### config.mk
export PLATFORM = sky130hd
export DESIGN_NAME = cct_timer
export DESIGN_NICKNAME = d
export VERILOG_FILES = /design/src/rtl/cct_edge_sync.v /design/src/rtl/cct_prescale.v /design/src/rtl/cct_timer.v
export VERILOG_INCLUDE_DIRS = /design/src /design/src/rtl
export SDC_FILE = /design/constraint.sdc
export NUM_CORES = 1
export LEC_CHECK = 0
export ABC_AREA = 1
export BUFFER_PORTS_ARGS = -buffer_cell sky130_fd_sc_hd__clkbuf_2
export CAP_MARGIN = 10
export CORE_MARGIN = 5
export CORE_UTILIZATION = 45
export CTS_BUF_LIST = sky130_fd_sc_hd__clkbuf_2
export CTS_CLUSTER_DIAMETER = 60
export DETAILED_ROUTE_END_ITERATION = 10
export PLACE_DENSITY = 0.7
export REMOVE_ABC_BUFFERS = 1
export SYNTH_ARGS = -nofsm -noshare
export SYNTH_HDL_FRONTEND = slang
export SYNTH_SLANG_ARGS = --single-unit
export TNS_END_PERCENT = 1
### constraint.sdc
create_clock -name aclk -period 6.6 [get_ports aclk]
set_input_delay 1.65 -clock aclk [delete_from_list [all_inputs] [get_ports aclk]]
set_output_delay 1.65 -clock aclk [all_outputs]
set_load 0.01 [all_outputs]
### src/rtl/cct_regs.vh
// How it works
// - Reading counter high byte first latches the low byte for the next low read
// - Latched low byte stays frozen until the low byte is read, despite repeated high reads
// - After a completed sequence a lone low-byte read returns the live low byte
// - Counter wrap from maximum to zero sets the overflow flag in every mode
// - Overflow interrupt asserts only with its enable set and CPU mask clear
// - Overflow flag clears after status read seeing it, then normal low-byte access
// - Shadow counter low-byte accesses never clear the overflow flag
// - Counting continues normally in WAIT mode
// - HALT freezes the counter; reset wake restarts from reset count
// - Clock select both ones selects the external count pin
// - Edge select bit picks rising or falling external clock edges
// - External clock events are synchronised to the CPU clock before counting
// - Internal count rate is CPU clock divided by 2, 4 or 8
// - Active capture edge copies the counter and sets the capture flag
// - One shared capture enable, gated by CPU mask, drives capture interrupts
// - Capture flag clears after status read seeing it, then capture low read
// - Capture high read blocks captures and flag until capture low read
// - In one-pulse or PWM mode only capture channel 2 captures
// - Capture pins always feed the timer, only the selected edge captures
// - Each timer tick both compare values are matched; match sets flag, and interrupt only when enabled
// - On match with output enable the pin takes the programmed level
// - Compare registers are software only and reset to the midpoint
// - Compare output pin latch is low during reset
// - Compare flag clears after status read seeing it, then compare low access
// - Compare high write blocks comparing until compare low write re-enables it
// - Counter resets to FFFC and any counter low write reloads FFFC
// - Shadow counter pair reads the same value as the normal pair
// - Divide by 2 matches on equality, other clocks on compare value plus one
`ifndef CCT_REGS_VH
`define CCT_REGS_VH

// ---------------------------------------------------------------
// Register byte addresses
// ---------------------------------------------------------------
`define CCT_A_CTRL1   8'h00
`define CCT_A_CTRL2   8'h04
`define CCT_A_STATUS  8'h08
`define CCT_A_IC1H    8'h0c
`define CCT_A_IC1L    8'h10
`define CCT_A_OC1H    8'h14
`define CCT_A_OC1L    8'h18
`define CCT_A_CNTH    8'h1c
`define CCT_A_CNTL    8'h20
`define CCT_A_SCNTH   8'h24
`define CCT_A_SCNTL   8'h28
`define CCT_A_IC2H    8'h2c
`define CCT_A_IC2L    8'h30
`define CCT_A_OC2H    8'h34
`define CCT_A_OC2L    8'h38

// ---------------------------------------------------------------
// Field positions
// ---------------------------------------------------------------
`define CCT_C1_EDGE1  0
`define CCT_C1_LVL1   1
`define CCT_C1_LVL2   2
`define CCT_C1_OVERFLOW_IRQ_ENABLE   5
`define CCT_C1_COMPARE_IRQ_ENABLE   6
`define CCT_C1_CAPTURE_IRQ_ENABLE   7
`define CCT_C2_EXEDGE 0
`define CCT_C2_CS_LO  1
`define CCT_C2_CS_HI  2
`define CCT_C2_PWM    3
`define CCT_C2_OPM    4
`define CCT_C2_EDGE2  5
`define CCT_C2_OC1E   6
`define CCT_C2_OC2E   7
`define CCT_SR_ICF1   7
`define CCT_SR_OCF1   6
`define CCT_SR_TOF    5
`define CCT_SR_ICF2   4
`define CCT_SR_OCF2   3

// ---------------------------------------------------------------
// Values and encodings
// ---------------------------------------------------------------
`define CCT_CNT_RESET 16'hfffc
`define CCT_CNT_MAX   16'hffff
`define CCT_CMP_RESET 16'h8000
`define CCT_CS_DIV2   2'b00
`define CCT_CS_DIV4   2'b01
`define CCT_CS_DIV8   2'b10
`define CCT_CS_EXT    2'b11
`define CCT_MASK_DIV2 3'h1
`define CCT_MASK_DIV4 3'h3
`define CCT_MASK_DIV8 3'h7
`define CCT_RESP_OKAY 2'b00
`define CCT_RESP_ERR  2'b10

`endif

### src/rtl/cct_edge_sync.v
`timescale 1ns/1ps
// ---------------------------------------------------------------
// Two-stage synchroniser with selectable edge pulse
// ---------------------------------------------------------------
module cct_edge_sync (
  input  wire aclk,
  input  wire aresetn,
  input  wire pin,
  input  wire rise_sel,
  output reg  event_q
);
  reg s1_q;
  reg s2_q;
  reg s3_q;

  // First stage feeds only the second one
  always @(posedge aclk)
  begin
    if (!aresetn)
    begin
      s1_q    <= 1'b0;
      s2_q    <= 1'b0;
      s3_q    <= 1'b0;
      event_q <= 1'b0;
    end
    else
    begin
      s1_q    <= pin;
      s2_q    <= s1_q;
      s3_q    <= s2_q;
      event_q <= rise_sel ? (s2_q & ~s3_q) : (~s2_q & s3_q);
    end
  end
endmodule // cct_edge_sync

### src/rtl/cct_prescale.v
`timescale 1ns/1ps
`include "cct_regs.vh"
// ---------------------------------------------------------------
// Internal count prescaler
// ---------------------------------------------------------------
module cct_prescale (
  input  wire       aclk,
  input  wire       aresetn,
  input  wire       run,
  input  wire [1:0] sel,
  output reg        tick_q
);
  reg  [2:0] div_q;
  reg  [2:0] mask_c;

  always @*
  begin
    case (sel)
      `CCT_CS_DIV2: mask_c = `CCT_MASK_DIV2;
      `CCT_CS_DIV4: mask_c = `CCT_MASK_DIV4;
      default:      mask_c = `CCT_MASK_DIV8;
    endcase
  end

  // Held still while halted so the phase resumes where it stopped
  always @(posedge aclk)
  begin
    if (!aresetn)
    begin
      div_q  <= 3'h0;
      tick_q <= 1'b0;
    end
    else
    begin
      div_q  <= run ? div_q + 3'h1 : div_q;
      tick_q <= run & ((div_q & mask_c) == mask_c);
    end
  end
endmodule // cct_prescale

### src/rtl/cct_timer.v
// The address map and the AXI4-Lite register port were chosen for this implementation.
`timescale 1ns/1ps
`include "cct_regs.vh"
module cct_timer (
  input  wire        aclk,
  input  wire        aresetn,
  input  wire [31:0] awaddr,
  input  wire [2:0]  awprot,
  input  wire        awvalid,
  output reg         awready,
  input  wire [31:0] wdata,
  input  wire [3:0]  wstrb,
  input  wire        wvalid,
  output reg         wready,
  output reg  [1:0]  bresp,
  output reg         bvalid,
  input  wire        bready,
  input  wire [31:0] araddr,
  input  wire [2:0]  arprot,
  input  wire        arvalid,
  output reg         arready,
  output reg  [31:0] rdata,
  output reg  [1:0]  rresp,
  output reg         rvalid,
  input  wire        rready,
  input  wire        cpu_irq_mask,
  input  wire        halt_mode,
  input  wire        ext_count_clock_pin,
  input  wire [1:0]  capture_input_pin,
  output reg  [1:0]  compare_output_pin,
  output reg  [1:0]  compare_output_oe,
  output reg         timer_irq
);

  // ---------------------------------------------------------------
  // Helpers
  // ---------------------------------------------------------------
  function is_at;
    input [31:0] a;
    input [7:0]  off;
    begin
      is_at = (a[31:8] == 24'h0) && (a[7:0] == off);
    end
  endfunction

  // ---------------------------------------------------------------
  // State
  // ---------------------------------------------------------------
  reg  [7:0]  ctrl_one_q;
  reg  [7:0]  ctrl_two_q;
  reg  [15:0] cnt_q;
  reg  [7:0]  low_latch_q;
  reg         low_latched_q;
  reg         overflow_flag_q;
  reg         arm_tof_q;
  reg  [1:0]  capture_flag_q;
  reg  [1:0]  arm_icf_q;
  reg  [1:0]  capture_lock_q;
  reg  [1:0]  compare_flag_q;
  reg  [1:0]  arm_ocf_q;
  reg  [1:0]  compare_hold_q;
  reg  [15:0] capture_value_q [0:1];
  reg  [15:0] compare_value_q [0:1];
  reg         aw_have_q;
  reg  [31:0] awaddr_q;
  reg         w_have_q;
  reg  [7:0]  wbyte_q;
  reg         wlane_q;
  reg  [7:0]  rd_c;
  reg         rok_c;
  reg         wok_c;
  reg  [1:0]  cap_ok_c;
  reg  [1:0]  cmp_hit_c;
  reg  [15:0] target_c;
  integer     i;

  wire        ext_ev;
  wire        pre_tick;
  wire [1:0]  cap_ev;
  wire [1:0]  clk_sel  = {ctrl_two_q[`CCT_C2_CS_HI], ctrl_two_q[`CCT_C2_CS_LO]};
  wire [15:0] cnt_inc  = cnt_q + 16'h0001;
  wire        aw_take  = awvalid & awready;
  wire        w_take   = wvalid & wready;
  wire        ar_take  = arvalid & arready;
  wire        wr_fire  = aw_have_q & w_have_q & ~bvalid;
  wire        wr_en    = wr_fire & wlane_q;
  wire        pulse_md = ctrl_two_q[`CCT_C2_PWM] | ctrl_two_q[`CCT_C2_OPM];
  // Timer clock: external events when both select bits are high
  wire        tick     = ~halt_mode &
                         ((clk_sel == `CCT_CS_EXT) ? ext_ev : pre_tick);
  // No wait input: WAIT leaves the count running untouched

  // Read side effects
  wire rd_sr    = ar_take & is_at(araddr, `CCT_A_STATUS);
  wire rd_cnth  = ar_take & (is_at(araddr, `CCT_A_CNTH) | is_at(araddr, `CCT_A_SCNTH));
  wire rd_cntl  = ar_take & (is_at(araddr, `CCT_A_CNTL) | is_at(araddr, `CCT_A_SCNTL));
  wire rd_ncntl = ar_take & is_at(araddr, `CCT_A_CNTL);
  wire [1:0] rd_ich = {ar_take & is_at(araddr, `CCT_A_IC2H), ar_take & is_at(araddr, `CCT_A_IC1H)};
  wire [1:0] rd_icl = {ar_take & is_at(araddr, `CCT_A_IC2L), ar_take & is_at(araddr, `CCT_A_IC1L)};
  wire [1:0] rd_ocl = {ar_take & is_at(araddr, `CCT_A_OC2L), ar_take & is_at(araddr, `CCT_A_OC1L)};
  // Write side effects
  wire wr_ncntl = wr_en & is_at(awaddr_q, `CCT_A_CNTL);
  wire wr_cntl  = wr_ncntl | (wr_en & is_at(awaddr_q, `CCT_A_SCNTL));
  wire [1:0] wr_och = {wr_en & is_at(awaddr_q, `CCT_A_OC2H), wr_en & is_at(awaddr_q, `CCT_A_OC1H)};
  wire [1:0] wr_ocl = {wr_en & is_at(awaddr_q, `CCT_A_OC2L), wr_en & is_at(awaddr_q, `CCT_A_OC1L)};
  // Flag clears: only the normal low byte touches the overflow flag
  wire       clr_tof = arm_tof_q & (rd_ncntl | wr_ncntl);
  wire [1:0] clr_icf = arm_icf_q & rd_icl;
  wire [1:0] clr_ocf = arm_ocf_q & (rd_ocl | wr_ocl);
  wire [7:0] status  = {capture_flag_q[0], compare_flag_q[0], overflow_flag_q,
                        capture_flag_q[1], compare_flag_q[1], 3'b000};

  // ---------------------------------------------------------------
  // Input synchronisers and prescaler
  // ---------------------------------------------------------------
  // Sampling on the rising edge stands in for the falling-edge resync
  cct_edge_sync u_ext_sync (
    .aclk     (aclk),
    .aresetn  (aresetn),
    .pin      (ext_count_clock_pin),
    .rise_sel (ctrl_two_q[`CCT_C2_EXEDGE]),
    .event_q  (ext_ev)
  );

  cct_edge_sync u_cap1_sync (
    .aclk     (aclk),
    .aresetn  (aresetn),
    .pin      (capture_input_pin[0]),
    .rise_sel (ctrl_one_q[`CCT_C1_EDGE1]),
    .event_q  (cap_ev[0])
  );

  cct_edge_sync u_cap2_sync (
    .aclk     (aclk),
    .aresetn  (aresetn),
    .pin      (capture_input_pin[1]),
    .rise_sel (ctrl_two_q[`CCT_C2_EDGE2]),
    .event_q  (cap_ev[1])
  );

  cct_prescale u_prescale (
    .aclk    (aclk),
    .aresetn (aresetn),
    .run     (~halt_mode),
    .sel     (clk_sel),
    .tick_q  (pre_tick)
  );

  // ---------------------------------------------------------------
  // Read data decode
  // ---------------------------------------------------------------
  always @*
  begin
    rok_c = 1'b1;
    if (is_at(araddr, `CCT_A_CTRL1))
      rd_c = ctrl_one_q;
    else if (is_at(araddr, `CCT_A_CTRL2))
      rd_c = ctrl_two_q;
    else if (is_at(araddr, `CCT_A_STATUS))
      rd_c = status;
    else if (is_at(araddr, `CCT_A_IC1H))
      rd_c = capture_value_q[0][15:8];
    else if (is_at(araddr, `CCT_A_IC1L))
      rd_c = capture_value_q[0][7:0];
    else if (is_at(araddr, `CCT_A_IC2H))
      rd_c = capture_value_q[1][15:8];
    else if (is_at(araddr, `CCT_A_IC2L))
      rd_c = capture_value_q[1][7:0];
    else if (is_at(araddr, `CCT_A_OC1H))
      rd_c = compare_value_q[0][15:8];
    else if (is_at(araddr, `CCT_A_OC1L))
      rd_c = compare_value_q[0][7:0];
    else if (is_at(araddr, `CCT_A_OC2H))
      rd_c = compare_value_q[1][15:8];
    else if (is_at(araddr, `CCT_A_OC2L))
      rd_c = compare_value_q[1][7:0];
    else if (is_at(araddr, `CCT_A_CNTH) | is_at(araddr, `CCT_A_SCNTH))
      rd_c = cnt_q[15:8];
    else if (is_at(araddr, `CCT_A_CNTL) | is_at(araddr, `CCT_A_SCNTL))
      rd_c = low_latched_q ? low_latch_q : cnt_q[7:0];
    else
    begin
      rd_c  = 8'h00;
      rok_c = 1'b0;
    end
  end

  always @*
  begin
    if (is_at(awaddr_q, `CCT_A_CTRL1) | is_at(awaddr_q, `CCT_A_CTRL2) |
        is_at(awaddr_q, `CCT_A_OC1H) | is_at(awaddr_q, `CCT_A_OC1L) |
        is_at(awaddr_q, `CCT_A_OC2H) | is_at(awaddr_q, `CCT_A_OC2L) |
        is_at(awaddr_q, `CCT_A_CNTL) | is_at(awaddr_q, `CCT_A_SCNTL))
      wok_c = 1'b1;
    else
      wok_c = 1'b0;
  end

  // ---------------------------------------------------------------
  // Compare and capture qualification
  // ---------------------------------------------------------------
  always @*
  begin
    target_c = 16'h0000;
    for (i = 0; i < 2; i = i + 1)
    begin
      // Slower clocks see the match one count later
      target_c     = (clk_sel == `CCT_CS_DIV2) ? compare_value_q[i]
                                                : compare_value_q[i] + 16'h0001;
      cmp_hit_c[i] = tick & ~compare_hold_q[i] & (cnt_inc == target_c);
      cap_ok_c[i]  = cap_ev[i] & ~capture_lock_q[i] & ((i == 1) | ~pulse_md);
    end
  end

  // ---------------------------------------------------------------
  // AXI4-Lite handshakes
  // ---------------------------------------------------------------
  always @(posedge aclk)
  begin
    if (!aresetn)
    begin
      awready   <= 1'b0;
      wready    <= 1'b0;
      arready   <= 1'b0;
      bvalid    <= 1'b0;
      bresp     <= `CCT_RESP_OKAY;
      rvalid    <= 1'b0;
      rresp     <= `CCT_RESP_OKAY;
      rdata     <= 32'h0000_0000;
      aw_have_q <= 1'b0;
      w_have_q  <= 1'b0;
      awaddr_q  <= 32'h0000_0000;
      wbyte_q   <= 8'h00;
      wlane_q   <= 1'b0;
    end
    else
    begin
      awready <= ~aw_take & ~(aw_have_q & ~wr_fire);
      wready  <= ~w_take & ~(w_have_q & ~wr_fire);
      arready <= ~ar_take & ~(rvalid & ~rready);
      if (aw_take)
      begin
        aw_have_q <= 1'b1;
        awaddr_q  <= awaddr;
      end
      else if (wr_fire)
        aw_have_q <= 1'b0;
      if (w_take)
      begin
        w_have_q <= 1'b1;
        wbyte_q  <= wdata[7:0];
        wlane_q  <= wstrb[0];
      end
      else if (wr_fire)
        w_have_q <= 1'b0;
      if (wr_fire)
      begin
        bvalid <= 1'b1;
        bresp  <= wok_c ? `CCT_RESP_OKAY : `CCT_RESP_ERR;
      end
      else if (bready)
        bvalid <= 1'b0;
      if (ar_take)
      begin
        rvalid <= 1'b1;
        rdata  <= {24'h000000, rd_c};
        rresp  <= rok_c ? `CCT_RESP_OKAY : `CCT_RESP_ERR;
      end
      else if (rready)
        rvalid <= 1'b0;
    end
  end

  // ---------------------------------------------------------------
  // Counter, flags, capture and compare
  // ---------------------------------------------------------------
  always @(posedge aclk)
  begin
    if (!aresetn)
    begin
      ctrl_one_q         <= 8'h00;
      ctrl_two_q         <= 8'h00;
      cnt_q              <= `CCT_CNT_RESET;
      low_latch_q        <= 8'h00;
      low_latched_q      <= 1'b0;
      overflow_flag_q    <= 1'b0;
      arm_tof_q          <= 1'b0;
      capture_flag_q     <= 2'b00;
      arm_icf_q          <= 2'b00;
      capture_lock_q     <= 2'b00;
      compare_flag_q     <= 2'b00;
      arm_ocf_q          <= 2'b00;
      compare_hold_q     <= 2'b00;
      compare_output_pin <= 2'b00;
      compare_output_oe  <= 2'b00;
      timer_irq          <= 1'b0;
      for (i = 0; i < 2; i = i + 1)
      begin
        capture_value_q[i] <= 16'h0000;
        compare_value_q[i] <= `CCT_CMP_RESET;
      end
    end
    else
    begin
      if (wr_en & is_at(awaddr_q, `CCT_A_CTRL1))
        ctrl_one_q <= wbyte_q;
      if (wr_en & is_at(awaddr_q, `CCT_A_CTRL2))
        ctrl_two_q <= wbyte_q;
      // Counter: a low-byte write reloads, otherwise count on tick
      if (wr_cntl)
        cnt_q <= `CCT_CNT_RESET;
      else if (tick)
        cnt_q <= cnt_inc;
      // Two-byte read buffering
      if (rd_cnth & ~low_latched_q)
      begin
        low_latch_q   <= cnt_q[7:0];
        low_latched_q <= 1'b1;
      end
      else if (rd_cntl)
        low_latched_q <= 1'b0;
      // Setting wins over a same-cycle clear
      overflow_flag_q <= (overflow_flag_q & ~clr_tof) |
                         (tick & ~wr_cntl & (cnt_q == `CCT_CNT_MAX));
      if (rd_sr)
        arm_tof_q <= overflow_flag_q;
      else if (rd_ncntl | wr_ncntl)
        arm_tof_q <= 1'b0;
      for (i = 0; i < 2; i = i + 1)
      begin
        // Capture channel
        if (cap_ok_c[i])
          capture_value_q[i] <= cnt_q;
        capture_flag_q[i] <= (capture_flag_q[i] & ~clr_icf[i]) | cap_ok_c[i];
        if (rd_ich[i])
          capture_lock_q[i] <= 1'b1;
        else if (rd_icl[i])
          capture_lock_q[i] <= 1'b0;
        if (rd_sr)
          arm_icf_q[i] <= capture_flag_q[i];
        else if (rd_icl[i])
          arm_icf_q[i] <= 1'b0;
        // Compare channel, value written by software only
        if (wr_och[i])
        begin
          compare_value_q[i][15:8] <= wbyte_q;
          compare_hold_q[i]        <= 1'b1;
        end
        if (wr_ocl[i])
        begin
          compare_value_q[i][7:0] <= wbyte_q;
          compare_hold_q[i]       <= 1'b0;
        end
        compare_flag_q[i] <= (compare_flag_q[i] & ~clr_ocf[i]) | cmp_hit_c[i];
        if (rd_sr)
          arm_ocf_q[i] <= compare_flag_q[i];
        else if (rd_ocl[i] | wr_ocl[i])
          arm_ocf_q[i] <= 1'b0;
      end
      compare_output_oe <= {ctrl_two_q[`CCT_C2_OC2E], ctrl_two_q[`CCT_C2_OC1E]};
      if (cmp_hit_c[0] & ctrl_two_q[`CCT_C2_OC1E])
        compare_output_pin[0] <= ctrl_one_q[`CCT_C1_LVL1];
      if (cmp_hit_c[1] & ctrl_two_q[`CCT_C2_OC2E])
        compare_output_pin[1] <= ctrl_one_q[`CCT_C1_LVL2];
      // Level request; stays pending while masked or disabled
      timer_irq <= ~cpu_irq_mask &
                   ((overflow_flag_q & ctrl_one_q[`CCT_C1_OVERFLOW_IRQ_ENABLE]) |
                    ((|capture_flag_q) & ctrl_one_q[`CCT_C1_CAPTURE_IRQ_ENABLE]) |
                    ((|compare_flag_q) & ctrl_one_q[`CCT_C1_COMPARE_IRQ_ENABLE]));
    end
  end

endmodule // cct_timer

==> flow_summary.toml <==
[place]
place.gp.congestion = 0.958
pre_cts_slack_ns = 2.28
portBuffers = 104
dpl.cell_count = 1708
place_hpwl_microns = 20800

[worst_hold_path]
hp-start = "u_ext_sync.s1_q$_SDFF_PN0_"
hold_path_class = "reg2reg"

[grt]
grt-ovfl-total = 0
track_usage = 0.206
grt_max_degree = 70
grt_pass1_wl_microns = 42800
antenna_found_initial = 0
grt_pass1_vias = 8409

[power_and_ir_drop]
switching_share = 0.292
pwr-share-clk = 0.294
seqPwrFrac = 0.615
comb_power_share = 0.091
ir_drop_mv = 0.133
p_switching_mw = 0.633
cell_internal_pwr_mw = 1.54
design_power_total_mw = 2.17
power_density_nw_per_um2 = 194
leakage_nw = 4.74

[setup_path]
startpoint = "araddr[29]"
start_kind = "input pin"
critPathRequiredTime_ns = 7.37
arrival_ns = 4.32
crit_type = "in2reg"
crit_fanout = 35
end_kind = "register"
rr_startpoint = "awaddr_q[20]$_SDFFE_PN0P_"

[yosys]
synth_area_leader_cell = "dfxtp_1"
ys_top_cells_by_count = "nand2_1 (246), nor2_1 (218), inv_1 (139)"
netlist-cell-type-count = 49
ys_ff_latch = 198
yosysMostFrequentCell = "nand2_1"
synth_edf_count = 64
netlist_area_sq_um = 10300
synthTopCellsByArea = "dfxtp_1 (26%), edfxtp_1 (19%), nand2_1 (9.0%)"
yosysSeqAreaShare = 0.448
yosysWarningCount = 0
postSynthAreaPerCell_sq_um = 7.58
synth_ff_type = "dfxtp_1"
ys_async_sr_fraction = 0
postSynthCellCount = 1355
synth_top_area_share = 0.261

[timing]
setup_ws_ns = 3.05
finClkSkew_ns = 0.0513
rsz0062_at_grt = "no"
worst_pin_slew_ns = 0.949
slew_violations = 0
min_period_ns = 3.55
fmax_ghz = 0.281
hold_violations = 0
relSlewSlack = 0.364
fin_crit_sh = 0.538
setup_tns_ns = 0
setup_violations = 0

[detailed_routing]
drc = 0
ant_nets = 0
drtPass1Iterations = 8
first_iter_violations = 861
avgViaCountPerCell = 5.21
wl_per_cell_microns = 15.6
drt_wl_total_microns = 27200
vias = 9068

[status]
status = "complete, no violations"

[floorplanning]
coreArea_sq_um = 22600
start_util = 0.455
rows = 55
fp.dieH_microns = 161
io-pin-count = 164
dieArea_sq_um = 26000
die_width_microns = 161

[flow_run]
maxCapViolations = 0

[finish]
fin_cells = 1740
drive_gt1_frac = 0.139
area_growth_pct = 8.66
antenna_cells = 0
nNetsFinal = 1564
nFillCells = 2270

[clock_network]
worstSkewPairLatency_ns = 0.81
cts_made_buffers = 17
cts_buffer_depth = 2
postCtsHoldBufs = 0
cts.sinks = 198
cts_tree = "built"
h-tree-depth = 4
post_cts_buffers = 0
cts-root-buf = "clkbuf_2"
cts-resized-gates = 0
path_clk_slew_ns = 0.32
==> through the flow <==
stage | instance area (sq um) | utilization | hold slack (ns)
detailed placement | 10900 | 0.483 | 0.400
finish | 11200 | 0.495 | 0.436
floorplan | 10000 | - | 0.390
global route | 11200 | 0.495 | 0.455
CTS | 11200 | 0.495 | 0.437
global placement | 10900 | 0.483 | 0.394
==> critical path: stages <==
cell and delay [ns]:
clkbuf_2 0.08, nor2_1 0.10, nand2_1 0.06, nor2_1 0.10, nand2_1 0.08, nor2_4 0.58, inv_2 0.20, nor3_1 0.55
nand2_1 0.18, nand4_1 0.23, nor2_1 0.07, nand3_1 0.08, nor2_1 0.08, nand4_1 0.09, nand2_1 0.06, a21oi_1 0.12
==> path summary, 6_finish.rpt <==
kind / end / slack, ns / cells after the start
worst max-delay path: rdata[4]$_SDFFE_PN0P_ / 3.05 / 16
worst min-delay path: u_ext_sync.s2_q$_SDFF_PN0_ / 0.44 / 2
worst max register to register: cnt_q[7]$_SDFFE_PP1P_ / 3.56 / 11
worst min register to register: u_ext_sync.s2_q$_SDFF_PN0_ / 0.44 / 2
==> per-layer routing <==
layer  track usage  up-vias  routed length [microns]
li1              -     4566                        -
met1         0.281     4107                    12200
met2         0.331      350                    12200
met3        0.0424       45                     2090
met4        0.0667        0                      652
met5             0        -                        0
==> area by class of cell <==
cell class                 count  area [sq um]  share of cell area
clock buffer                  17          85.1             0.00762
timing repair buffer         107           543              0.0486
tap                          285           357              0.0319
sequential                   198          4600               0.412
clock inverter                15           180              0.0161
multi-input combinational    959          4800               0.430
inverter                     159           598              0.0536
==> logic make-up after synthesis <==
| family | synth area share |
|---|---|
| compound gates | 0.114 |
| fa+ha+maj | 0.00487 |
| buf+inv | 0.0941 |
| xor+xnor | 0.0538 |
| simple gates | 0.285 |
| other cells | 0.000365 |
| flops | 0.448 |
==> state kept, by name (all words and copies together) (netlist names), 3 cells and up <==
name and count:
wbyte_q 8, compare_value_q 32, u_prescale.div_q 3, ctrl_one_q 8
capture_value_q 32, low_latch_q 8, cnt_q 16, rdata 8
ctrl_two_q 8, awaddr_q 32
==> power groups by stage <==
stage,registers [mW],logic (mW),clock network (mW)
after detailed placement,1.36,0.197,0
final,1.33,0.198,0.638
after global placement,1.36,0.194,0
after global routing,1.34,0.226,0.696
after CTS,1.33,0.198,0.645
after floorplan,1.35,0.125,0
==> cell usage in the layout (no fill, tap or decap), types with 3 or more instances in the layout <==
| cell type | synthesis | final |
|---|---|---|
| clkbuf_2 | 0 | 121 |
| inv_2 | 17 | 17 |
| clkinv_8 | 0 | 3 |
| nand3_2 | 7 | 7 |
| nor4_1 | 9 | 9 |
| nor3_2 | 6 | 6 |
| inv_4 | 0 | 3 |
| nor3_1 | 31 | 31 |
| nor2_2 | 8 | 8 |
| buf_4 | 28 | 3 |
| conb_1 | 1 | 26 |
| xor2_1 | 40 | 40 |
| nor2_4 | 8 | 8 |
| nand2_1 | 246 | 246 |
| a21oi_1 | 78 | 78 |
| nand3_1 | 71 | 71 |
| or2_1 | 3 | 3 |
| dfxtp_1 | 134 | 134 |
| nor2_1 | 218 | 218 |
| o211ai_1 | 18 | 18 |
| nand4_1 | 31 | 31 |
| inv_1 | 139 | 139 |
| edfxtp_1 | 64 | 64 |
| xnor2_1 | 15 | 15 |
| clkinv_1 | 2 | 3 |
| ha_1 | 4 | 4 |
| nand2_2 | 6 | 6 |
| inv_8 | 0 | 4 |
| nand3b_1 | 3 | 3 |
| or2_2 | 3 | 3 |
| o21ai_0 | 103 | 103 |
| a211oi_1 | 8 | 8 |
No activity file was read; power rests on OpenSTA's default activity.
